<file path="src/design/aet_pkg.sv">
// Constants, register map and state codes of the acquisition trigger and exposure control
package aet_pkg;

   localparam int CLK_NS     = 5;
   localparam int US_NS      = 1000;
   localparam int CYC_PER_US = US_NS / CLK_NS;
   localparam int PRE_W      = 8;
   localparam int TW         = 24;
   localparam int AW         = 8;
   localparam int CTRL_W     = 6;

   localparam logic [PRE_W-1:0] PRE_LAST = PRE_W'(CYC_PER_US - 1);

   // Byte offsets on the register bus
   localparam logic [AW-1:0] OFS_CTRL  = 8'h00;
   localparam logic [AW-1:0] OFS_CMD   = 8'h04;
   localparam logic [AW-1:0] OFS_EXP   = 8'h08;
   localparam logic [AW-1:0] OFS_LIMIT = 8'h0c;
   localparam logic [AW-1:0] OFS_MINP  = 8'h10;
   localparam logic [AW-1:0] OFS_STAT  = 8'h14;

   // Control fields
   localparam int CTRL_SINGLE = 0;
   localparam int CTRL_SRC_LO = 1;
   localparam int CTRL_FALL   = 3;
   localparam int CTRL_WIDTH  = 4;
   localparam int CTRL_FRLE   = 5;

   localparam logic [1:0] SRC_SW    = 2'h0;
   localparam logic [1:0] SRC_LINE1 = 2'h1;
   localparam logic [1:0] SRC_LINE2 = 2'h2;

   localparam logic [CTRL_W-1:0] CTRL_RST = 6'h02;

   // Command bits, write only, self clearing
   localparam int CMD_START = 0;
   localparam int CMD_STOP  = 1;
   localparam int CMD_SWTRG = 2;

   // Status bits
   localparam int ST_ARMED  = 0;
   localparam int ST_EXPOSE = 1;
   localparam int ST_READY  = 2;
   localparam int ST_EXTEND = 3;
   localparam int ST_RDBUSY = 4;

   localparam logic [TW-1:0] EXP_RST   = 24'h0003e8;
   localparam logic [TW-1:0] LIMIT_RST = 24'h004e20;
   localparam logic [TW-1:0] MINP_RST  = 24'h0007d0;

   typedef enum logic [3:0] {
      AET_IDLE   = 4'h1,
      AET_TIMED  = 4'h2,
      AET_WIDTH  = 4'h4,
      AET_EXTEND = 4'h8
   } aet_state_e;

endpackage

</file>
<file path="src/design/aet_line_if.sv">
// Conditioned trigger line: level and edge pulses
`timescale 1ns/1ps
interface aet_line_if;
   logic level;
   logic rise;
   logic fall;
   modport src (output level, output rise, output fall);
   modport snk (input level, input rise, input fall);
endinterface

</file>
<file path="src/design/aet_line_sync.sv">
// Three-stage synchroniser and edge detector for one trigger input line
`timescale 1ns/1ps
module aet_line_sync
   import aet_pkg::*;
(
   input  wire logic clk,
   input  wire logic rst_n,
   input  wire logic pin,
   aet_line_if.src   line
);

   logic [2:0] s_reg;
   logic [2:0] s_next;
   logic       lvl_reg;
   logic       lvl_next;
   logic       rise_reg;
   logic       rise_next;
   logic       fall_reg;
   logic       fall_next;

   // Level changes only when second and third stage agree
   always_comb
   begin
      s_next    = {s_reg[1:0], pin};
      lvl_next  = (s_reg[1] == s_reg[2]) ? s_reg[2] : lvl_reg;
      rise_next = lvl_next & ~lvl_reg;
      fall_next = ~lvl_next & lvl_reg;
   end

   always_ff @(posedge clk or negedge rst_n)
   begin
      if (!rst_n)
      begin
         s_reg    <= 3'h0;
         lvl_reg  <= 1'b0;
         rise_reg <= 1'b0;
         fall_reg <= 1'b0;
      end
      else
      begin
         s_reg    <= s_next;
         lvl_reg  <= lvl_next;
         rise_reg <= rise_next;
         fall_reg <= fall_next;
      end
   end

   assign line.level = lvl_reg;
   assign line.rise  = rise_reg;
   assign line.fall  = fall_reg;

endmodule

</file>
<file path="src/design/aet_us_timer.sv">
// Microsecond down-counter: load a count, busy while running, done pulse at the end
`timescale 1ns/1ps
module aet_us_timer
   import aet_pkg::*;
(
   input  wire logic          clk,
   input  wire logic          rst_n,
   input  wire logic          load,
   input  wire logic [TW-1:0] value,
   output logic               busy,
   output logic               done
);

   logic [PRE_W-1:0] pre_reg;
   logic [PRE_W-1:0] pre_next;
   logic [TW-1:0]    cnt_reg;
   logic [TW-1:0]    cnt_next;
   logic             done_reg;
   logic             done_next;
   logic             tick;

   assign tick = (pre_reg == PRE_LAST);

   always_comb
   begin
      pre_next  = '0;
      cnt_next  = cnt_reg;
      done_next = 1'b0;
      if (load)
      begin
         // A zero count would never finish, so it runs as one microsecond
         cnt_next = (value == '0) ? TW'(1) : value;
      end
      else if (cnt_reg != '0)
      begin
         pre_next = tick ? '0 : pre_reg + PRE_W'(1);
         if (tick)
         begin
            cnt_next  = cnt_reg - TW'(1);
            done_next = (cnt_reg == TW'(1));
         end
      end
   end

   always_ff @(posedge clk or negedge rst_n)
   begin
      if (!rst_n)
      begin
         pre_reg  <= '0;
         cnt_reg  <= '0;
         done_reg <= 1'b0;
      end
      else
      begin
         pre_reg  <= pre_next;
         cnt_reg  <= cnt_next;
         done_reg <= done_next;
      end
   end

   assign busy = (cnt_reg != '0);
   assign done = done_reg;

endmodule

</file>
<file path="src/design/aet_top.sv">
// Acquisition trigger and exposure control with APB register access
//
// Overview of operation
// Continuous mode: start command arms for unlimited software triggers, one image each.
// Accepted software trigger starts exposure at once for the programmed duration.
// End of programmed exposure starts readout, then transmission, of the frame.
// Stop command disarms; later triggers ignored until armed again.
// Commanding party keeps trigger rate below the maximum allowed rate.
// Enabled frame-rate limit below maximum rate caps triggering at that limit.
// Enabled limit above maximum rate caps triggering at the maximum rate.
// External trigger on selectable line, rising or falling edge as configured.
// External control acquires one image per trigger period, periodic or not.
// After reset the external trigger source is input line 1.
// External triggering offers two exposure modes: timed and trigger width.
// Timed mode: exposure starts on active edge, lasts programmed time regardless.
// Width mode: exposure starts on active edge, ends on opposite edge.
// Width mode still uses programmed exposure time for trigger-ready timing.
// Width end during previous readout extends exposure until readout finishes.
// Width end after readout finished: exposure equals trigger active duration.
// Single-frame mode: after one accepted trigger, ignore others until rearmed.
// Trigger source applies edges only while trigger-ready output is high.
// Triggers arriving while not armed are discarded without exposure.
//
// The address map and the APB register port were chosen for this implementation.
`timescale 1ns/1ps
module aet_top
   import aet_pkg::*;
(
   input  wire logic          pclk,
   input  wire logic          presetn,
   input  wire logic          psel,
   input  wire logic          penable,
   input  wire logic          pwrite,
   input  wire logic [AW-1:0] paddr,
   input  wire logic [31:0]   pwdata,
   output logic      [31:0]   prdata,
   output logic               pready,
   output logic               pslverr,
   input  wire logic [1:0]    external_trigger_input,
   input  wire logic          readout_busy,
   output logic               exposure_active,
   output logic               readout_start,
   output logic               trigger_ready_output
);

   aet_line_if line_if [2] ();
   genvar gi;
   generate
      for (gi = 0; gi < 2; gi++)
      begin : g_line
         aet_line_sync u_sync
         (
            .clk   (pclk),
            .rst_n (presetn),
            .pin   (external_trigger_input[gi]),
            .line  (line_if[gi])
         );
      end
   endgenerate
   logic [1:0] l_rise;
   logic [1:0] l_fall;
   assign l_rise = {line_if[1].rise, line_if[0].rise};
   assign l_fall = {line_if[1].fall, line_if[0].fall};

   // Register bus
   logic [CTRL_W-1:0] ctrl_reg;
   logic [CTRL_W-1:0] ctrl_next;
   logic [TW-1:0]     exp_reg;
   logic [TW-1:0]     exp_next;
   logic [TW-1:0]     lim_reg;
   logic [TW-1:0]     lim_next;
   logic [TW-1:0]     minp_reg;
   logic [TW-1:0]     minp_next;
   logic              ack_reg;
   logic              ack_next;
   logic [31:0]       rd_reg;
   logic [31:0]       rd_next;
   logic              hit;
   logic              wr;
   logic [31:0]       stat;

   // Acquisition control
   aet_state_e        state_reg;
   aet_state_e        state_next;
   logic              armed_reg;
   logic              armed_next;
   logic              ro_reg;
   logic              ro_next;
   logic              rdy_reg;
   logic              rdy_next;
   logic [1:0]        src;
   logic              sel2;
   logic              fall_act;
   logic              width_mode;
   logic              cmd_start;
   logic              cmd_stop;
   logic              sw_trig;
   logic              trig_evt;
   logic              end_edge;
   logic              accept;
   logic [TW-1:0]     per_val;
   logic              exp_busy;
   logic              exp_done;
   logic              per_busy;

   assign hit = (paddr == OFS_CTRL) || (paddr == OFS_CMD) || (paddr == OFS_EXP) ||
                (paddr == OFS_LIMIT) || (paddr == OFS_MINP) || (paddr == OFS_STAT);

   assign wr      = psel & penable & ack_reg & pwrite & hit;
   assign pready  = ack_reg;
   assign pslverr = ack_reg & ~hit;
   assign prdata  = rd_reg;

   always_comb
   begin
      stat            = '0;
      stat[ST_ARMED]  = armed_reg;
      stat[ST_EXPOSE] = (state_reg != AET_IDLE);
      stat[ST_READY]  = rdy_reg;
      stat[ST_EXTEND] = (state_reg == AET_EXTEND);
      stat[ST_RDBUSY] = readout_busy;
   end

   // One wait state: read data is captured in the first access cycle
   always_comb
   begin
      ack_next  = psel & penable & ~ack_reg;
      rd_next   = rd_reg;
      ctrl_next = ctrl_reg;
      exp_next  = exp_reg;
      lim_next  = lim_reg;
      minp_next = minp_reg;
      if (psel && penable && !ack_reg && !pwrite)
      begin
         case (paddr)
            OFS_CTRL:  rd_next = {{(32-CTRL_W){1'b0}}, ctrl_reg};
            OFS_EXP:   rd_next = {8'h00, exp_reg};
            OFS_LIMIT: rd_next = {8'h00, lim_reg};
            OFS_MINP:  rd_next = {8'h00, minp_reg};
            OFS_STAT:  rd_next = stat;
            default:   rd_next = '0;
         endcase
      end
      if (wr)
      begin
         case (paddr)
            OFS_CTRL:  ctrl_next = pwdata[CTRL_W-1:0];
            OFS_EXP:   exp_next  = pwdata[TW-1:0];
            OFS_LIMIT: lim_next  = pwdata[TW-1:0];
            OFS_MINP:  minp_next = pwdata[TW-1:0];
            default:   ctrl_next = ctrl_reg;
         endcase
      end
   end

   always_ff @(posedge pclk or negedge presetn)
   begin
      if (!presetn)
      begin
         ack_reg  <= 1'b0;
         rd_reg   <= '0;
         ctrl_reg <= CTRL_RST;
         exp_reg  <= EXP_RST;
         lim_reg  <= LIMIT_RST;
         minp_reg <= MINP_RST;
      end
      else
      begin
         ack_reg  <= ack_next;
         rd_reg   <= rd_next;
         ctrl_reg <= ctrl_next;
         exp_reg  <= exp_next;
         lim_reg  <= lim_next;
         minp_reg <= minp_next;
      end
   end

   // Trigger selection
   assign src        = ctrl_reg[CTRL_SRC_LO+:2];
   assign sel2       = (src == SRC_LINE2);
   assign fall_act   = ctrl_reg[CTRL_FALL];
   assign width_mode = ctrl_reg[CTRL_WIDTH] && (src != SRC_SW);
   assign cmd_start  = wr && (paddr == OFS_CMD) && pwdata[CMD_START];
   assign cmd_stop   = wr && (paddr == OFS_CMD) && pwdata[CMD_STOP];
   assign sw_trig    = wr && (paddr == OFS_CMD) && pwdata[CMD_SWTRG] && (src == SRC_SW);

   always_comb
   begin
      trig_evt = sw_trig;
      end_edge = 1'b0;
      if (src == SRC_LINE1 || src == SRC_LINE2)
      begin
         trig_evt = fall_act ? l_fall[sel2] : l_rise[sel2];
         end_edge = fall_act ? l_rise[sel2] : l_fall[sel2];
      end
   end
   // With the limit enabled, the slower of the limit period and the shortest allowed period wins; otherwise the shortest allowed period
   assign per_val = (ctrl_reg[CTRL_FRLE] && lim_reg > minp_reg) ? lim_reg : minp_reg;
   // Exposure timer also runs in width mode to time the ready output
   assign accept = trig_evt && armed_reg && (state_reg == AET_IDLE) && !per_busy && !exp_busy;
   aet_us_timer u_exp
   (
      .clk   (pclk),
      .rst_n (presetn),
      .load  (accept),
      .value (exp_reg),
      .busy  (exp_busy),
      .done  (exp_done)
   );
   aet_us_timer u_per
   (
      .clk   (pclk),
      .rst_n (presetn),
      .load  (accept),
      .value (per_val),
      .busy  (per_busy),
      .done  ()
   );
   always_comb
   begin
      state_next = state_reg;
      armed_next = armed_reg;
      ro_next    = 1'b0;
      if (cmd_start)
      begin
         armed_next = 1'b1;
      end
      if (accept && ctrl_reg[CTRL_SINGLE])
      begin
         armed_next = 1'b0;
      end
      if (cmd_stop)
      begin
         armed_next = 1'b0;
      end
      case (state_reg)
         AET_IDLE:
         begin
            if (accept)
            begin
               state_next = width_mode ? AET_WIDTH : AET_TIMED;
            end
         end
         AET_TIMED:
         begin
            if (exp_done)
            begin
               state_next = AET_IDLE;
               ro_next    = 1'b1;
            end
         end
         AET_WIDTH:
         begin
            if (end_edge)
            begin
               if (readout_busy)
               begin
                  state_next = AET_EXTEND;
               end
               else
               begin
                  state_next = AET_IDLE;
                  ro_next    = 1'b1;
               end
            end
         end
         AET_EXTEND:
         begin
            if (!readout_busy)
            begin
               state_next = AET_IDLE;
               ro_next    = 1'b1;
            end
         end
         default:
         begin
            state_next = AET_IDLE;
         end
      endcase
      rdy_next = armed_next && (state_next == AET_IDLE) && !per_busy && !exp_busy;
   end
   always_ff @(posedge pclk or negedge presetn)
   begin
      if (!presetn)
      begin
         state_reg <= AET_IDLE;
         armed_reg <= 1'b0;
         ro_reg    <= 1'b0;
         rdy_reg   <= 1'b0;
      end
      else
      begin
         state_reg <= state_next;
         armed_reg <= armed_next;
         ro_reg    <= ro_next;
         rdy_reg   <= rdy_next;
      end
   end
   assign exposure_active      = (state_reg != AET_IDLE);
   assign readout_start        = ro_reg;
   assign trigger_ready_output = rdy_reg;
endmodule

</file>
<file path="config.mk">
export PLATFORM = sky130hd
export DESIGN_NAME = aet_top
export DESIGN_NICKNAME = d
export VERILOG_FILES = /design/src/design/aet_pkg.sv /design/src/design/aet_line_if.sv /design/src/design/aet_line_sync.sv /design/src/design/aet_us_timer.sv /design/src/design/aet_top.sv
export SDC_FILE = /design/constraint.sdc
export NUM_CORES = 1
export LEC_CHECK = 0
export BUFFER_PORTS_ARGS = -buffer_cell sky130_fd_sc_hd__buf_2
export CAP_MARGIN = 15
export CORE_MARGIN = 5
export CORE_UTILIZATION = 44
export CTS_CLUSTER_DIAMETER = 40
export DETAILED_ROUTE_END_ITERATION = 16
export MAX_ROUTING_LAYER = met4
export PLACE_DENSITY = 0.72
export SYNTH_ARGS = -nofsm -noshare
export SYNTH_HDL_FRONTEND = slang
export SYNTH_SLANG_ARGS = --single-unit
</file>
<file path="constraint.sdc">
create_clock -name pclk -period 4.95 [get_ports pclk]
set_input_delay 0.99 -clock pclk [delete_from_list [all_inputs] [get_ports pclk]]
set_output_delay 0.99 -clock pclk [all_outputs]
set_load 0.005 [all_outputs]
</file>
* After elaboration in Yosys (flattened, before gate mapping) *
Cells that the tools add are included.

word-level totals
  bits in read-only memories = 0
  memories kept = 0
  word-level logic and storage cells = 151
  RAM bits = 0
  bits in registers = 195
  latch bits = 0
  input port bits = 48

operators by class
  $add $sub $neg = 4
  div/mod/pow operators = 0
  bitwise operators = 16
  eq/ne operators = 18
  magnitude comparators = 2
  reduce and logical (&&, ||, !) cells = 45
  shift operators = 0
  multiplexer cells = 43
  multipliers = 0

operators by type and width
  cell                     count
  $mux W24                 9
  $pmux W24 S5             1
  $logic_not A24 Y1        2
  $mux W8                  6
  $reduce_bool A24 Y1      2
  $sub A24 B1 Y24 const B  2
  $eq A24 B1 Y1 const B    1
  $gt A24 B24 Y1           1
  $mux W4                  5
  $mux W1                  19
  $logic_and A1 B1 Y1      18
  $add A8 B1 Y8 const B    2
  $eq A8 B4 Y1 const B     2
  $eq A8 B5 Y1 const B     2
  $eq A8 B8 Y1 const B     2
  $pmux W4 S4              1
  $reduce_and A2 Y1        6
  $and A1 B1 Y1            10
  $reduce_bool A2 Y1       5
  $eq A4 B1 Y1 const B     2
  $eq A8 B3 Y1 const B     1
  $logic_not A8 Y1         1
  $logic_or A1 B1 Y1       6
  $not A1 Y1               6
  other kinds (12)         16

* Logic depth before layout (Yosys ltp) *
Gate-level depths: netlist of run 1.

  depth after elaboration = 21
  mapped depth = 10
  depth with buffers taken out = 9

* Hierarchy *
Synthesis of run 1 repeated with hierarchy kept, for this count alone.

unflattened totals
  cells, all modules = 943
  area, all modules = 10297.4 um^2

modules (own cells, without submodules)
  module                seq. area each (um^2)  instances  cells an instance  area an instance (um^2)
  aet_top               2776.4                 1          471                5778.0
  aet_us_timer (u_per)  825.8                  1          231                2099.5
  aet_us_timer (u_exp)  825.8                  1          223                2062.0
  aet_line_sync         150.1                  2          9                  178.9

* Worst setup path before layout of run 1 *
Ideal clock, no wire load.

  path kind = input-to-reg
  start point = input paddr[1]
  end point = register exp_reg[0]
  setup time = 0.125 ns
  buffers on the path = 1
  stages = 5
  setup slack = 2.029 ns
  data arrival time = 2.797 ns
  path through = nor3_1 -> nand2_1 -> nor4_1 -> clkbuf_1 -> mux2_2

on the way
  word-level cells in the longest chain between the ends = 8
  elaborated cells between the ends (all ways) = 13
  those cells by class = eq/ne (5); bitwise (1); reduce/logical (7)

RTL lines
  element                                                  line            RTL
  start: declaration                                       aet_top.sv:34   input wire logic [AW-1:0] paddr,
  $eq A8 B3 Y1 / $logic_not A8 Y1 (equally long branches)  aet_top.sv:106  assign hit = (paddr == OFS_CTRL) || (paddr == OFS_CMD) || (paddr == OFS_EXP) ||
  $logic_or A1 B1 Y1 (3 in series)                         aet_top.sv:106
  $logic_or A1 B1 Y1 (2 in series)                         aet_top.sv:107  (paddr == OFS_LIMIT) || (paddr == OFS_MINP) || (paddr == OFS_STAT);
  $and A1 B1 Y1                                            aet_top.sv:109  assign wr = psel & penable & ack_reg & pwrite & hit;
  $reduce_and A2 Y1 (no line) (*)                          -
  end signal: assignment                                   aet_top.sv:172  exp_reg <= exp_next;
  end: declaration                                         aet_top.sv:68   logic [TW-1:0] exp_reg;

Every way passes the cells marked *; elsewhere a longest branch is shown, timed or not.
A chain may end at the register's enable or synchronous reset.

* Final worst setup path of run 1 *
  start point = register minp_reg[22]
  end point = register u_per.cnt_reg[0]

on the way
  word-level cells in the longest chain between the ends = 6

RTL lines
  element                   line                RTL
  start: declaration        aet_top.sv:72       logic [TW-1:0] minp_reg;
  start signal: assignment  aet_top.sv:174      minp_reg <= minp_next;
  $gt A24 B24 Y1            aet_top.sv:198      assign per_val = (ctrl_reg[CTRL_FRLE] && lim_reg > minp_reg) ? lim_reg : minp_reg;
  $logic_and A1 B1 Y1       aet_top.sv:198
  $mux W24 (*)              aet_top.sv:198
  $logic_not A24 Y1         aet_us_timer.sv:32  cnt_next = (value == '0) ? TW'(1) : value;
  $mux W24 (*)              aet_us_timer.sv:32
  $mux W24 (*)              aet_us_timer.sv:29  if (load)
  end signal: assignment    aet_us_timer.sv:56  cnt_reg <= cnt_next;
  end: declaration          aet_us_timer.sv:16  logic [TW-1:0] cnt_reg;

Marks and branches as above.

==> flow_metrics.py, run 1 <==
metrics = {
    "clock_tree": {
        "numClockSinks": 187,
        "clockBufferDepth": 2,
        "clk_pin_slew_ps": 80,
        "cts_setup_buffers": 0,
        "clk_latency_ps": 430,
        "htree_levels": 4,
        "ctsHoldBuffers": 0,
        "cts_tree": "yes",
        "numCtsBuffers": 17,
        "cts_root_buffer": "clkbuf_16",
        "cts_resized": 0,
    },
    "detailed_routing": {
        "wl_met3_um": 889,
        "vias": 7335,
        "first_iter_violations": 627,
        "vias_per_cell": 5.66,
        "route.met2.wl_mm": 11.8,
        "routedWlPerCell_um": 18.5,
        "routed_wl_mm": 23.9,
        "top_layer_used": "met4",
        "met1Wirelength_mm": 10.6,
        "drtPass1Iterations": 5,
        "postRouteAntennaNets": 0,
        "drc": 0,
    },
    "placement": {
        "dpl.cell_count": 1264,
        "place.gp.congestion": 0.912,
        "portBuffers": 68,
        "place_hpwl_mm": 17.2,
    },
    "worst_setup_path": {
        "crit_path_max_fanout": 24,
        "critical_path_required_ps": 5310,
        "reg2reg_depth": 10,
        "timing.rr.end": "u_per.cnt_reg[0]$_DFFE_PN0P_",
        "crit_family": "simple AND/OR/NAND/NOR gates",
        "worst_setup_path_start_kind": "flip-flop",
        "timing.rr.start": "minp_reg[22]$_DFFE_PN0P_",
        "critPathCaptureType": "flip-flop",
        "worstPathBufferInverterCount": 2,
        "arrival_ps": 3900,
        "crit_path_max_incr_delay_ps": 690,
        "critPathSlowestCell": "nor4_1",
        "crit_chain": "inv_1 > ha_1 > nand4_1 > nor4_1 > nand2_1 > or4_1 > o211ai_1 > buf_4 > mux2_2 > a21oi_1",
        "reg2reg_slack_ps": 1410,
        "worstSetupPathType": "flip-flop to flip-flop",
    },
    "min_path": {
        "holdPathEnd": "g_line[1].u_sync.s_reg[1]$_DFF_PN0_",
        "hold_class": "flip-flop to flip-flop",
        "hp-start": "g_line[1].u_sync.s_reg[0]$_DFF_PN0_",
        "hold-path-cell-count": 0,
    },
    "power": {
        "irDropWorstVdd_mv": 0.238,
        "power_mw": 2.96,
        "p_int_mw": 2.23,
        "p_comb_share_pct": 3.2,
        "p_leak_nw": 5.13,
        "clockPowerShare_pct": 44.5,
        "powerDensity_mw_per_mm2": 273,
        "seqPwrFrac_pct": 52.3,
        "switching_power_mw": 0.726,
        "swShare_pct": 24.6,
    },
    "yosys": {
        "synth-edff-count": 0,
        "syn_area_mm2": 0.00967,
        "postSynthCellCount": 939,
        "ys_seq_area_share_pct": 48.6,
        "synth_async_sr_flop_share_pct": 100,
        "synth-seq-cells": 187,
        "ys_warn_count": 0,
        "synth_cell_type_count": 56,
        "synth_flop_cell": "dfrtp_1",
        "syn_avg_cell_area_um2": 10.3,
    },
    "floorplanning": {
        "rows": 54,
        "core_mm2": 0.0218,
        "die_height_um": 158,
        "die_w_um": 158,
        "dieArea_mm2": 0.0250,
        "ioPinCount": 85,
        "start_util_pct": 44.5,
    },
    "grt": {
        "grt_use_total_pct": 20.5,
        "grt_max_degree": 126,
        "grt_pass1_vias": 7555,
        "grt_antenna_before_repair": 0,
        "grt_remaining_overflow": 0,
        "grt_first_pass_wirelength_mm": 39.5,
    },
    "final_layout": {
        "syn_to_final_growth_pct": 12.1,
        "finalNonFillerCells": 1296,
        "final_common_cell": "dfrtp_1",
        "diodes": 0,
        "fin_util_pct": 49.8,
        "final_cell_mix": "168 x dfrtp_1, 115 x nand2_1, 78 x mux2_2",
        "final_nets": 1084,
        "drive_above_1_share_pct": 22.0,
    },
    "sta": {
        "fin_crit_ps": 3540,
        "setup_viol": 0,
        "fin_crit_sh_pct": 71.6,
        "skew_ps": 11.4,
        "slew_headroom_pct": 30.6,
        "finalHoldViolCount": 0,
        "timing.fmax_ghz": 0.282,
        "slew_violations": 0,
        "worst_pin_slew_ps": 1040,
        "rsz0062_at_grt": "false",
        "finalSetupTns_ps": 0,
    },
    "run_status": {
        "outcome": "finished, final reports clean",
    },
    "job": {
        "drv_cap": 0,
    },
}
==> layout make-up <==
class | count | area [µm²]
flip-flops and latches | 187 | 4700
inverters | 38 | 143
fillers | 1996 | 10900
multi-input cells | 679 | 4650
well taps | 280 | 350
clock buffers | 17 | 425
repair buffers | 80 | 439
clock inverters | 15 | 131
==> worst reg2reg max path, cell delays in order, from the launching register on <==
cell and delay [ps]:
dfrtp_1 450, inv_1 90, ha_1 320, nand4_1 150
nor4_1 690, nand2_1 170, or4_1 530, o211ai_1 110
buf_4 410, mux2_2 410, a21oi_1 140
==> routing by layer <==
metal / vias up / global-route usage, %
li1: 3461 / -
met1: 3645 / 25.7
met2: 183 / 33.7
met3: 46 / 3.67
met4: 0 / 6.78
met5: - / -
==> cells in the mapped netlist (all sizes together), types with 3 or more instances <==
master	number	area [µm²]
o31ai	4	35.0
nand4	11	75.1
nor3	21	116
nor2b	6	37.5
or2	6	37.5
dfrtp	168	4200
dfstp	19	499
and3	8	50.1
buf	21	136
a21oi	28	140
a22oi	19	143
nand2b	4	25.0
or4	10	78.8
mux2	78	878
a211oi	3	22.5
inv	38	143
o21ai	69	345
a31oi	4	25.0
nand4b	3	26.3
a22o	6	52.6
mux2i	26	260
and4	4	35.0
ha	33	413
a21o	7	52.6
nand2	115	432
a222oi	4	40.0
nor2	65	244
clkbuf	21	78.8
o211ai	5	42.5
nand3	18	90.1
xnor2	22	193
nor3b	4	30.0
and2	4	25.0
nor4	35	219
or3	4	25.0
xor2	31	272
==> how the worst max path moves through the flow <==
stage,cells past startpoint,start,to,slack (ps)
floorplan,5,paddr[1],exp_reg[0]$_DFFE_PN0P_,2030
global placement,8,paddr[2],u_per.cnt_reg[21]$_DFFE_PN0P_,1230
detailed placement,8,paddr[2],u_per.cnt_reg[21]$_DFFE_PN0P_,1180
CTS,10,minp_reg[22]$_DFFE_PN0P_,u_per.cnt_reg[0]$_DFFE_PN0P_,1540
global route,10,minp_reg[19]$_DFFE_PN0P_,u_per.cnt_reg[0]$_DFFE_PN0P_,1320
finish,10,minp_reg[22]$_DFFE_PN0P_,u_per.cnt_reg[0]$_DFFE_PN0P_,1410
==> power groups by stage <==
stage / clock network, mW / logic [mW] / registers, mW
final: 1.31 / 0.0955 / 1.55
after global routing: 1.40 / 0.109 / 1.55
after CTS: 1.33 / 0.0977 / 1.55
after detailed placement: 0 / 0.0974 / 1.58
after global placement: 0 / 0.0954 / 1.58
after floorplan: 0 / 0.0364 / 1.57
==> cell families after synthesis <==
family | Yosys count | share of synthesized area, %
AND/OR/NAND/NOR | 322 | 16.3
flip-flops | 187 | 48.6
AO/OA/AOI/OAI | 155 | 9.80
multiplexers | 106 | 12.2
buffers and inverters | 80 | 3.70
XOR/XNOR | 53 | 4.80
adder cells (fa/ha/maj) | 35 | 4.48
other | 1 | 0.0388
==> per-stage QoR <==
step / instance area, µm² / hold slack [ps] / setup WS, ps
after floorplan: 9700 / 331 / 2030
after global placement: 10300 / 334 / 1230
after detailed placement: 10300 / 339 / 1180
after CTS: 10800 / 356 / 1540
after global routing: 10800 / 356 / 1320
final: 10800 / 353 / 1410
Note: power is estimated with default switching activity, not from simulation.
==> inputs of run 2 (changes only) <==
==> constraint.sdc (replaced) <==
create_clock -name pclk -period 3.4 [get_ports pclk]
set_input_delay 0.68 -clock pclk [delete_from_list [all_inputs] [get_ports pclk]]
set_output_delay 0.68 -clock pclk [all_outputs]
set_load 0.005 [all_outputs]
==> run 2 against run 1 <==
- global-route usage up 0.24 points
- routed wire length about the same
- final cell count up 0.77%
- die area unchanged
- cell area up 1.4%
- count of clock-buffer cells in the layout up 2
- critical path type unchanged
- critical endpoint unchanged
==> flow_metrics.py, run 2 (same netlist as run 1, synthesis figures left out) <==
metrics = {
    "sta": {
        "finalSetupTns_ps": 0,
        "skew_ps": 14.1,
        "fin_crit_sh_pct": 89.7,
        "rsz0062_at_grt": "false",
        "setup_viol": 0,
        "slew_violations": 0,
        "timing.fmax_ghz": 0.328,
        "fin_crit_ps": 3050,
        "worst_pin_slew_ps": 653,
        "slew_headroom_pct": 56.4,
        "finalHoldViolCount": 0,
    },
    "clock_tree": {
        "clk_latency_ps": 430,
        "clockBufferDepth": 2,
        "cts_root_buffer": "clkbuf_16",
        "cts_resized": 0,
        "clk_pin_slew_ps": 70,
        "ctsHoldBuffers": 0,
        "numCtsBuffers": 17,
        "cts_tree": "yes",
        "cts_setup_buffers": 0,
        "htree_levels": 4,
        "numClockSinks": 187,
    },
    "grt": {
        "grt_max_degree": 81,
        "grt_antenna_before_repair": 0,
        "grt_use_total_pct": 20.7,
        "grt_remaining_overflow": 0,
        "grt_first_pass_wirelength_mm": 39.9,
        "grt_pass1_vias": 7607,
    },
    "run_status": {
        "outcome": "finished, final reports clean",
    },
    "detailed_routing": {
        "drtPass1Iterations": 6,
        "drc": 0,
        "vias": 7436,
        "vias_per_cell": 5.69,
        "routed_wl_mm": 23.9,
        "first_iter_violations": 635,
        "routedWlPerCell_um": 18.3,
        "postRouteAntennaNets": 0,
    },
    "power": {
        "irDropWorstVdd_mv": 0.351,
        "p_leak_nw": 5.22,
        "powerDensity_mw_per_mm2": 397,
        "power_mw": 4.37,
    },
    "final_layout": {
        "fin_util_pct": 50.6,
        "multiInputGateArea_mm2": 0.00465,
        "final_cell_mix": "168 x dfrtp_1, 115 x nand2_1, 78 x mux2_2",
        "design_area_mm2": 0.0110,
        "diodes": 0,
        "drive_above_1_share_pct": 22.8,
        "final_nets": 1094,
        "fill_cells": 1989,
        "syn_to_final_growth_pct": 13.7,
        "seq_area_mm2": 0.00470,
        "final_common_cell": "dfrtp_1",
    },
    "worst_setup_path": {
        "critPathCaptureType": "flip-flop",
        "reg2reg_depth": 11,
        "timing.rr.start": "minp_reg[19]$_DFFE_PN0P_",
        "worst_setup_path_start_kind": "flip-flop",
        "crit_path_max_fanout": 24,
        "reg2reg_slack_ps": 350,
        "timing.rr.end": "u_per.cnt_reg[0]$_DFFE_PN0P_",
        "worstSetupPathType": "flip-flop to flip-flop",
        "arrival_ps": 3410,
        "critical_path_required_ps": 3760,
    },
    "placement": {
        "placed_area_mm2": 0.0104,
        "place.gp.congestion": 0.908,
        "portBuffers": 68,
        "place_hpwl_mm": 17.2,
    },
    "floorplanning": {
        "ioPinCount": 85,
        "core_mm2": 0.0218,
        "dieArea_mm2": 0.0250,
        "start_util_pct": 44.5,
        "rows": 54,
        "die_height_um": 158,
        "die_w_um": 158,
    },
    "job": {
        "drv_cap": 0,
    },
    "min_path": {
        "hold_class": "input port to async pin",
    },
}
[run 2: cell types whose count changed in the layout (fill, tap and decap cells not counted)]
cell,delta
buf_12,+4
buf_4,+6
bufinv_16,+1
clkbuf_8,+2
clkinv_4,+2
clkinv_8,+1
clkinvlp_4,-2
inv_8,-4
[run 2: power breakdown]
group	switching, mW	internal, mW
sequential	0.0133	2.24
clock	0.901	1.07
combinational	0.0978	0.0465
[run 2: metal layers]
metal  global-route usage [%]  up-vias  share of wire, %  routed length, µm
met5                        -        -                 0                  0
met4                     7.19        0               2.8                659
met3                     3.13       47               3.9                924
met2                     33.7      178                49              11800
met1                     26.6     3718                44              10500
li1                         -     3493                 -                  -
[run 2: stage by stage]
| step | cells | worst slack [ps] | hold slack, ps |
|---|---|---|---|
| final | 1306 | 349 | 277 |
| after global routing | 1306 | 148 | 318 |
| after CTS | 1306 | 377 | 301 |
| after detailed placement | 1274 | 392 | 339 |
| after global placement | 1274 | 406 | 334 |
| after floorplan | 946 | 650 | 331 |
[run 2: final cells by class]
class                      count  area share, %
clock buffer                  19           4.12
timing repair buffer          90           5.13
sequential                   187           42.8
multi-input combinational    679           42.3
clock inverter                13           1.23
tap                          280           3.19
inverter                      38           1.30
[run 2: how the worst max path moves through the flow]
stage	start	to	slack, ps	cells past startpoint
floorplan	minp_reg[22]$_DFFE_PN0P_	u_per.cnt_reg[1]$_DFFE_PN0P_	650	10
global placement	u_per.cnt_reg[5]$_DFFE_PN0P_	u_exp.cnt_reg[9]$_DFFE_PN0P_	410	8
global route	u_per.cnt_reg[5]$_DFFE_PN0P_	u_exp.cnt_reg[9]$_DFFE_PN0P_	150	8
finish	minp_reg[19]$_DFFE_PN0P_	u_per.cnt_reg[0]$_DFFE_PN0P_	350	11
CTS	minp_reg[19]$_DFFE_PN0P_	u_per.cnt_reg[0]$_DFFE_PN0P_	380	11
detailed placement	u_per.cnt_reg[5]$_DFFE_PN0P_	u_exp.cnt_reg[9]$_DFFE_PN0P_	390	8
[run 2: critical path, stage by stage (launching register included)]
cell and delay [ps]:
dfrtp_1 430, inv_1 80, ha_1 320, nand4_1 150, nor4_1 290, buf_4 170
nand2_1 80, or4_1 500, o211ai_1 180, buf_12 250, mux2_2 370, a21oi_1 140
==> inputs of run 3 (changes only) <==
--- a/config.mk
+++ b/config.mk
@@ -5,6 +5,7 @@
 export SDC_FILE = /design/constraint.sdc
 export NUM_CORES = 1
 export LEC_CHECK = 0
+export ABC_AREA = 1
 export BUFFER_PORTS_ARGS = -buffer_cell sky130_fd_sc_hd__buf_2
 export CAP_MARGIN = 15
 export CORE_MARGIN = 5
==> run 3 against run 2 <==
- clock skew down 5.6 ps
- worst setup slack better by 24 ps
- hold slack better by 6.2 ps
- cell area up 7.3%
- routed wire length up 14%
- final cell count up 32%
- combinational power up 6%
- first-iteration DRC count up 20%
==> flow_metrics.py, run 3 <==
metrics = {
    "run_status": {
        "outcome": "finished, final reports clean",
    },
    "worst_setup_path": {
        "timing.rr.start": "minp_reg[19]$_DFFE_PN0P_",
        "timing.rr.end": "u_per.cnt_reg[0]$_DFFE_PN0P_",
        "worstSetupPathType": "flip-flop to flip-flop",
        "critPathCaptureType": "flip-flop",
        "critical_path_required_ps": 3780,
        "arrival_ps": 3410,
        "crit_chain": "inv_1 > ha_1 > nand2_1 > nor2_1 > nand2_1 > inv_1 > nand3_1 > nor2_1 > nor2_1 > nand2_1 > buf_4 > nand2_1 > nand2_1 > nor2_1 > nand2_1 > nor2_1 > nand3_1 > nand2_1 > nand2_1 > nand2_1",
        "critPathSlowestCell": "nor2_1",
        "crit_path_max_incr_delay_ps": 460,
        "reg2reg_depth": 20,
        "worst_setup_path_start_kind": "flip-flop",
        "crit_path_max_fanout": 25,
        "reg2reg_slack_ps": 370,
        "cp_common_cell": "nand2_1",
    },
    "power": {
        "p_leak_nw": 5.78,
        "powerDensity_mw_per_mm2": 390,
        "irDropWorstVdd_mv": 0.432,
    },
    "sta": {
        "rsz0062_at_grt": "false",
        "slew_violations": 0,
        "setup_viol": 0,
        "finalHoldViolCount": 0,
        "worst_pin_slew_ps": 711,
        "skew_ps": 8.45,
        "fin_crit_sh_pct": 89.0,
        "finalSetupTns_ps": 0,
        "slew_headroom_pct": 52.2,
        "timing.fmax_ghz": 0.330,
        "fin_crit_ps": 3030,
    },
    "yosys": {
        "syn_avg_cell_area_um2": 7.88,
        "yosysTopAreaCell": "dfrtp_1",
        "postSynthCellCount": 1328,
        "synth-edff-count": 0,
        "ys_warn_count": 0,
        "syn_area_mm2": 0.0105,
        "synth_top_area_share_pct": 40.2,
        "synthTopCellsByArea": "dfrtp_1 40%, nand2_1 11%, o21ai_0 7.2%, inv_1 5.8%, dfstp_2 4.8%",
        "synth_async_sr_flop_share_pct": 100,
        "ys_seq_area_share_pct": 45.0,
        "synth-seq-cells": 187,
        "synth_flop_cell": "dfrtp_1",
        "synth_common_cells": "317 x nand2_1, 168 x dfrtp_1, 163 x inv_1",
        "synth_cell_type_count": 55,
        "synth_most_common_cell": "nand2_1",
    },
    "clock_tree": {
        "clk_pin_slew_ps": 70,
        "numCtsBuffers": 17,
        "cts_root_buffer": "clkbuf_16",
        "cts_setup_buffers": 0,
        "clk_latency_ps": 440,
        "cts_tree": "yes",
        "ctsHoldBuffers": 0,
        "htree_levels": 4,
        "numClockSinks": 187,
        "cts_resized": 0,
        "clockBufferDepth": 2,
    },
    "final_layout": {
        "final_nets": 1470,
        "final_common_cell": "nand2_1",
        "diodes": 0,
        "syn_to_final_growth_pct": 12.8,
        "drive_above_1_share_pct": 13.7,
        "multiInputGateArea_mm2": 0.00482,
        "fin_util_pct": 50.3,
        "final_cell_mix": "317 x nand2_1, 168 x dfrtp_1, 163 x inv_1",
        "seq_area_mm2": 0.00470,
        "fill_cells": 2210,
    },
    "floorplanning": {
        "start_util_pct": 44.6,
        "core_mm2": 0.0235,
        "die_height_um": 164,
        "ioPinCount": 85,
        "dieArea_mm2": 0.0270,
        "rows": 56,
        "die_w_um": 164,
    },
    "detailed_routing": {
        "routedWlPerCell_um": 15.8,
        "routed_wl_mm": 27.2,
        "postRouteAntennaNets": 0,
        "drtPass1Iterations": 5,
        "vias": 9097,
        "first_iter_violations": 763,
        "drc": 0,
        "vias_per_cell": 5.29,
    },
    "placement": {
        "place_hpwl_mm": 19.6,
        "portBuffers": 68,
        "place.gp.congestion": 0.910,
    },
    "grt": {
        "grt_antenna_before_repair": 0,
        "grt_first_pass_wirelength_mm": 44.5,
        "grt_use_total_pct": 21.3,
        "grt_pass1_vias": 8722,
        "grt_remaining_overflow": 0,
        "grt_max_degree": 83,
    },
    "min_path": {
        "hold_class": "input port to async pin",
    },
    "job": {
        "drv_cap": 0,
    },
}
## run 3: report_power, final
group | total (mW) | switching (mW) | internal [mW]
registers | 2.26 | 0.0117 | 2.25
logic | 0.152 | 0.104 | 0.0473
clock network | 2.19 | 0.907 | 1.28
## run 3: area by class of cell
class	instances	share of cell area (%)
tap	319	3.38
inverter	174	5.63
multi-input combinational	920	40.9
timing repair buffer	89	4.82
clock buffer	20	3.87
sequential	187	39.9
clock inverter	12	1.56
## run 3: kinds of logic after synthesis
kind of cell	synth area share [%]
xor gates and xnor gates	3.18
and+or+nand+nor	23.7
buffers and inverters	9.16
adders and majority gates	3.95
muxes	0.0957
other	0.0359
AOI/OAI and AO/OA	14.9
DFF	45.0
## run 3: worst max path at each step
stage,to,startpoint
final,u_per.cnt_reg[0]$_DFFE_PN0P_,minp_reg[19]$_DFFE_PN0P_
after global routing,u_per.cnt_reg[0]$_DFFE_PN0P_,minp_reg[19]$_DFFE_PN0P_
after CTS,u_per.cnt_reg[0]$_DFFE_PN0P_,minp_reg[19]$_DFFE_PN0P_
after detailed placement,trigger_ready_output$_DFF_PN0_,paddr[1]
after global placement,u_per.cnt_reg[6]$_DFFE_PN0P_,paddr[1]
after floorplan,u_exp.cnt_reg[4]$_DFFE_PN0P_,paddr[1]
## run 3: through the flow
stage	hold slack [ps]	instances	power [mW]	setup WS [ps]	cell area [µm²]
CTS	317	1721	4.63	363	11800
global placement	332	1689	2.45	421	11200
finish	283	1721	4.60	373	11800
global route	325	1721	4.76	116	11800
detailed placement	336	1689	2.46	398	11200
floorplan	331	1335	2.35	1090	10500
## run 3: critical path: cells and delay by family (launching register included)
family | cells | cell delay [ps]
adder cells (fa/ha/maj) | 1 | 310
buffers and inverters | 3 | 410
flip-flops | 1 | 390
AND/OR/NAND/NOR | 16 | 1830
## run 3: per-layer routing
layer / global-route usage, % / wire [µm] / vias to the layer above
li1: - / - / 4416
met1: 28.3 / 11900 / 4347
met2: 34.3 / 13300 / 292
met3: 3.29 / 1610 / 42
met4: 5.34 / 430 / 0
met5: - / 0 / -
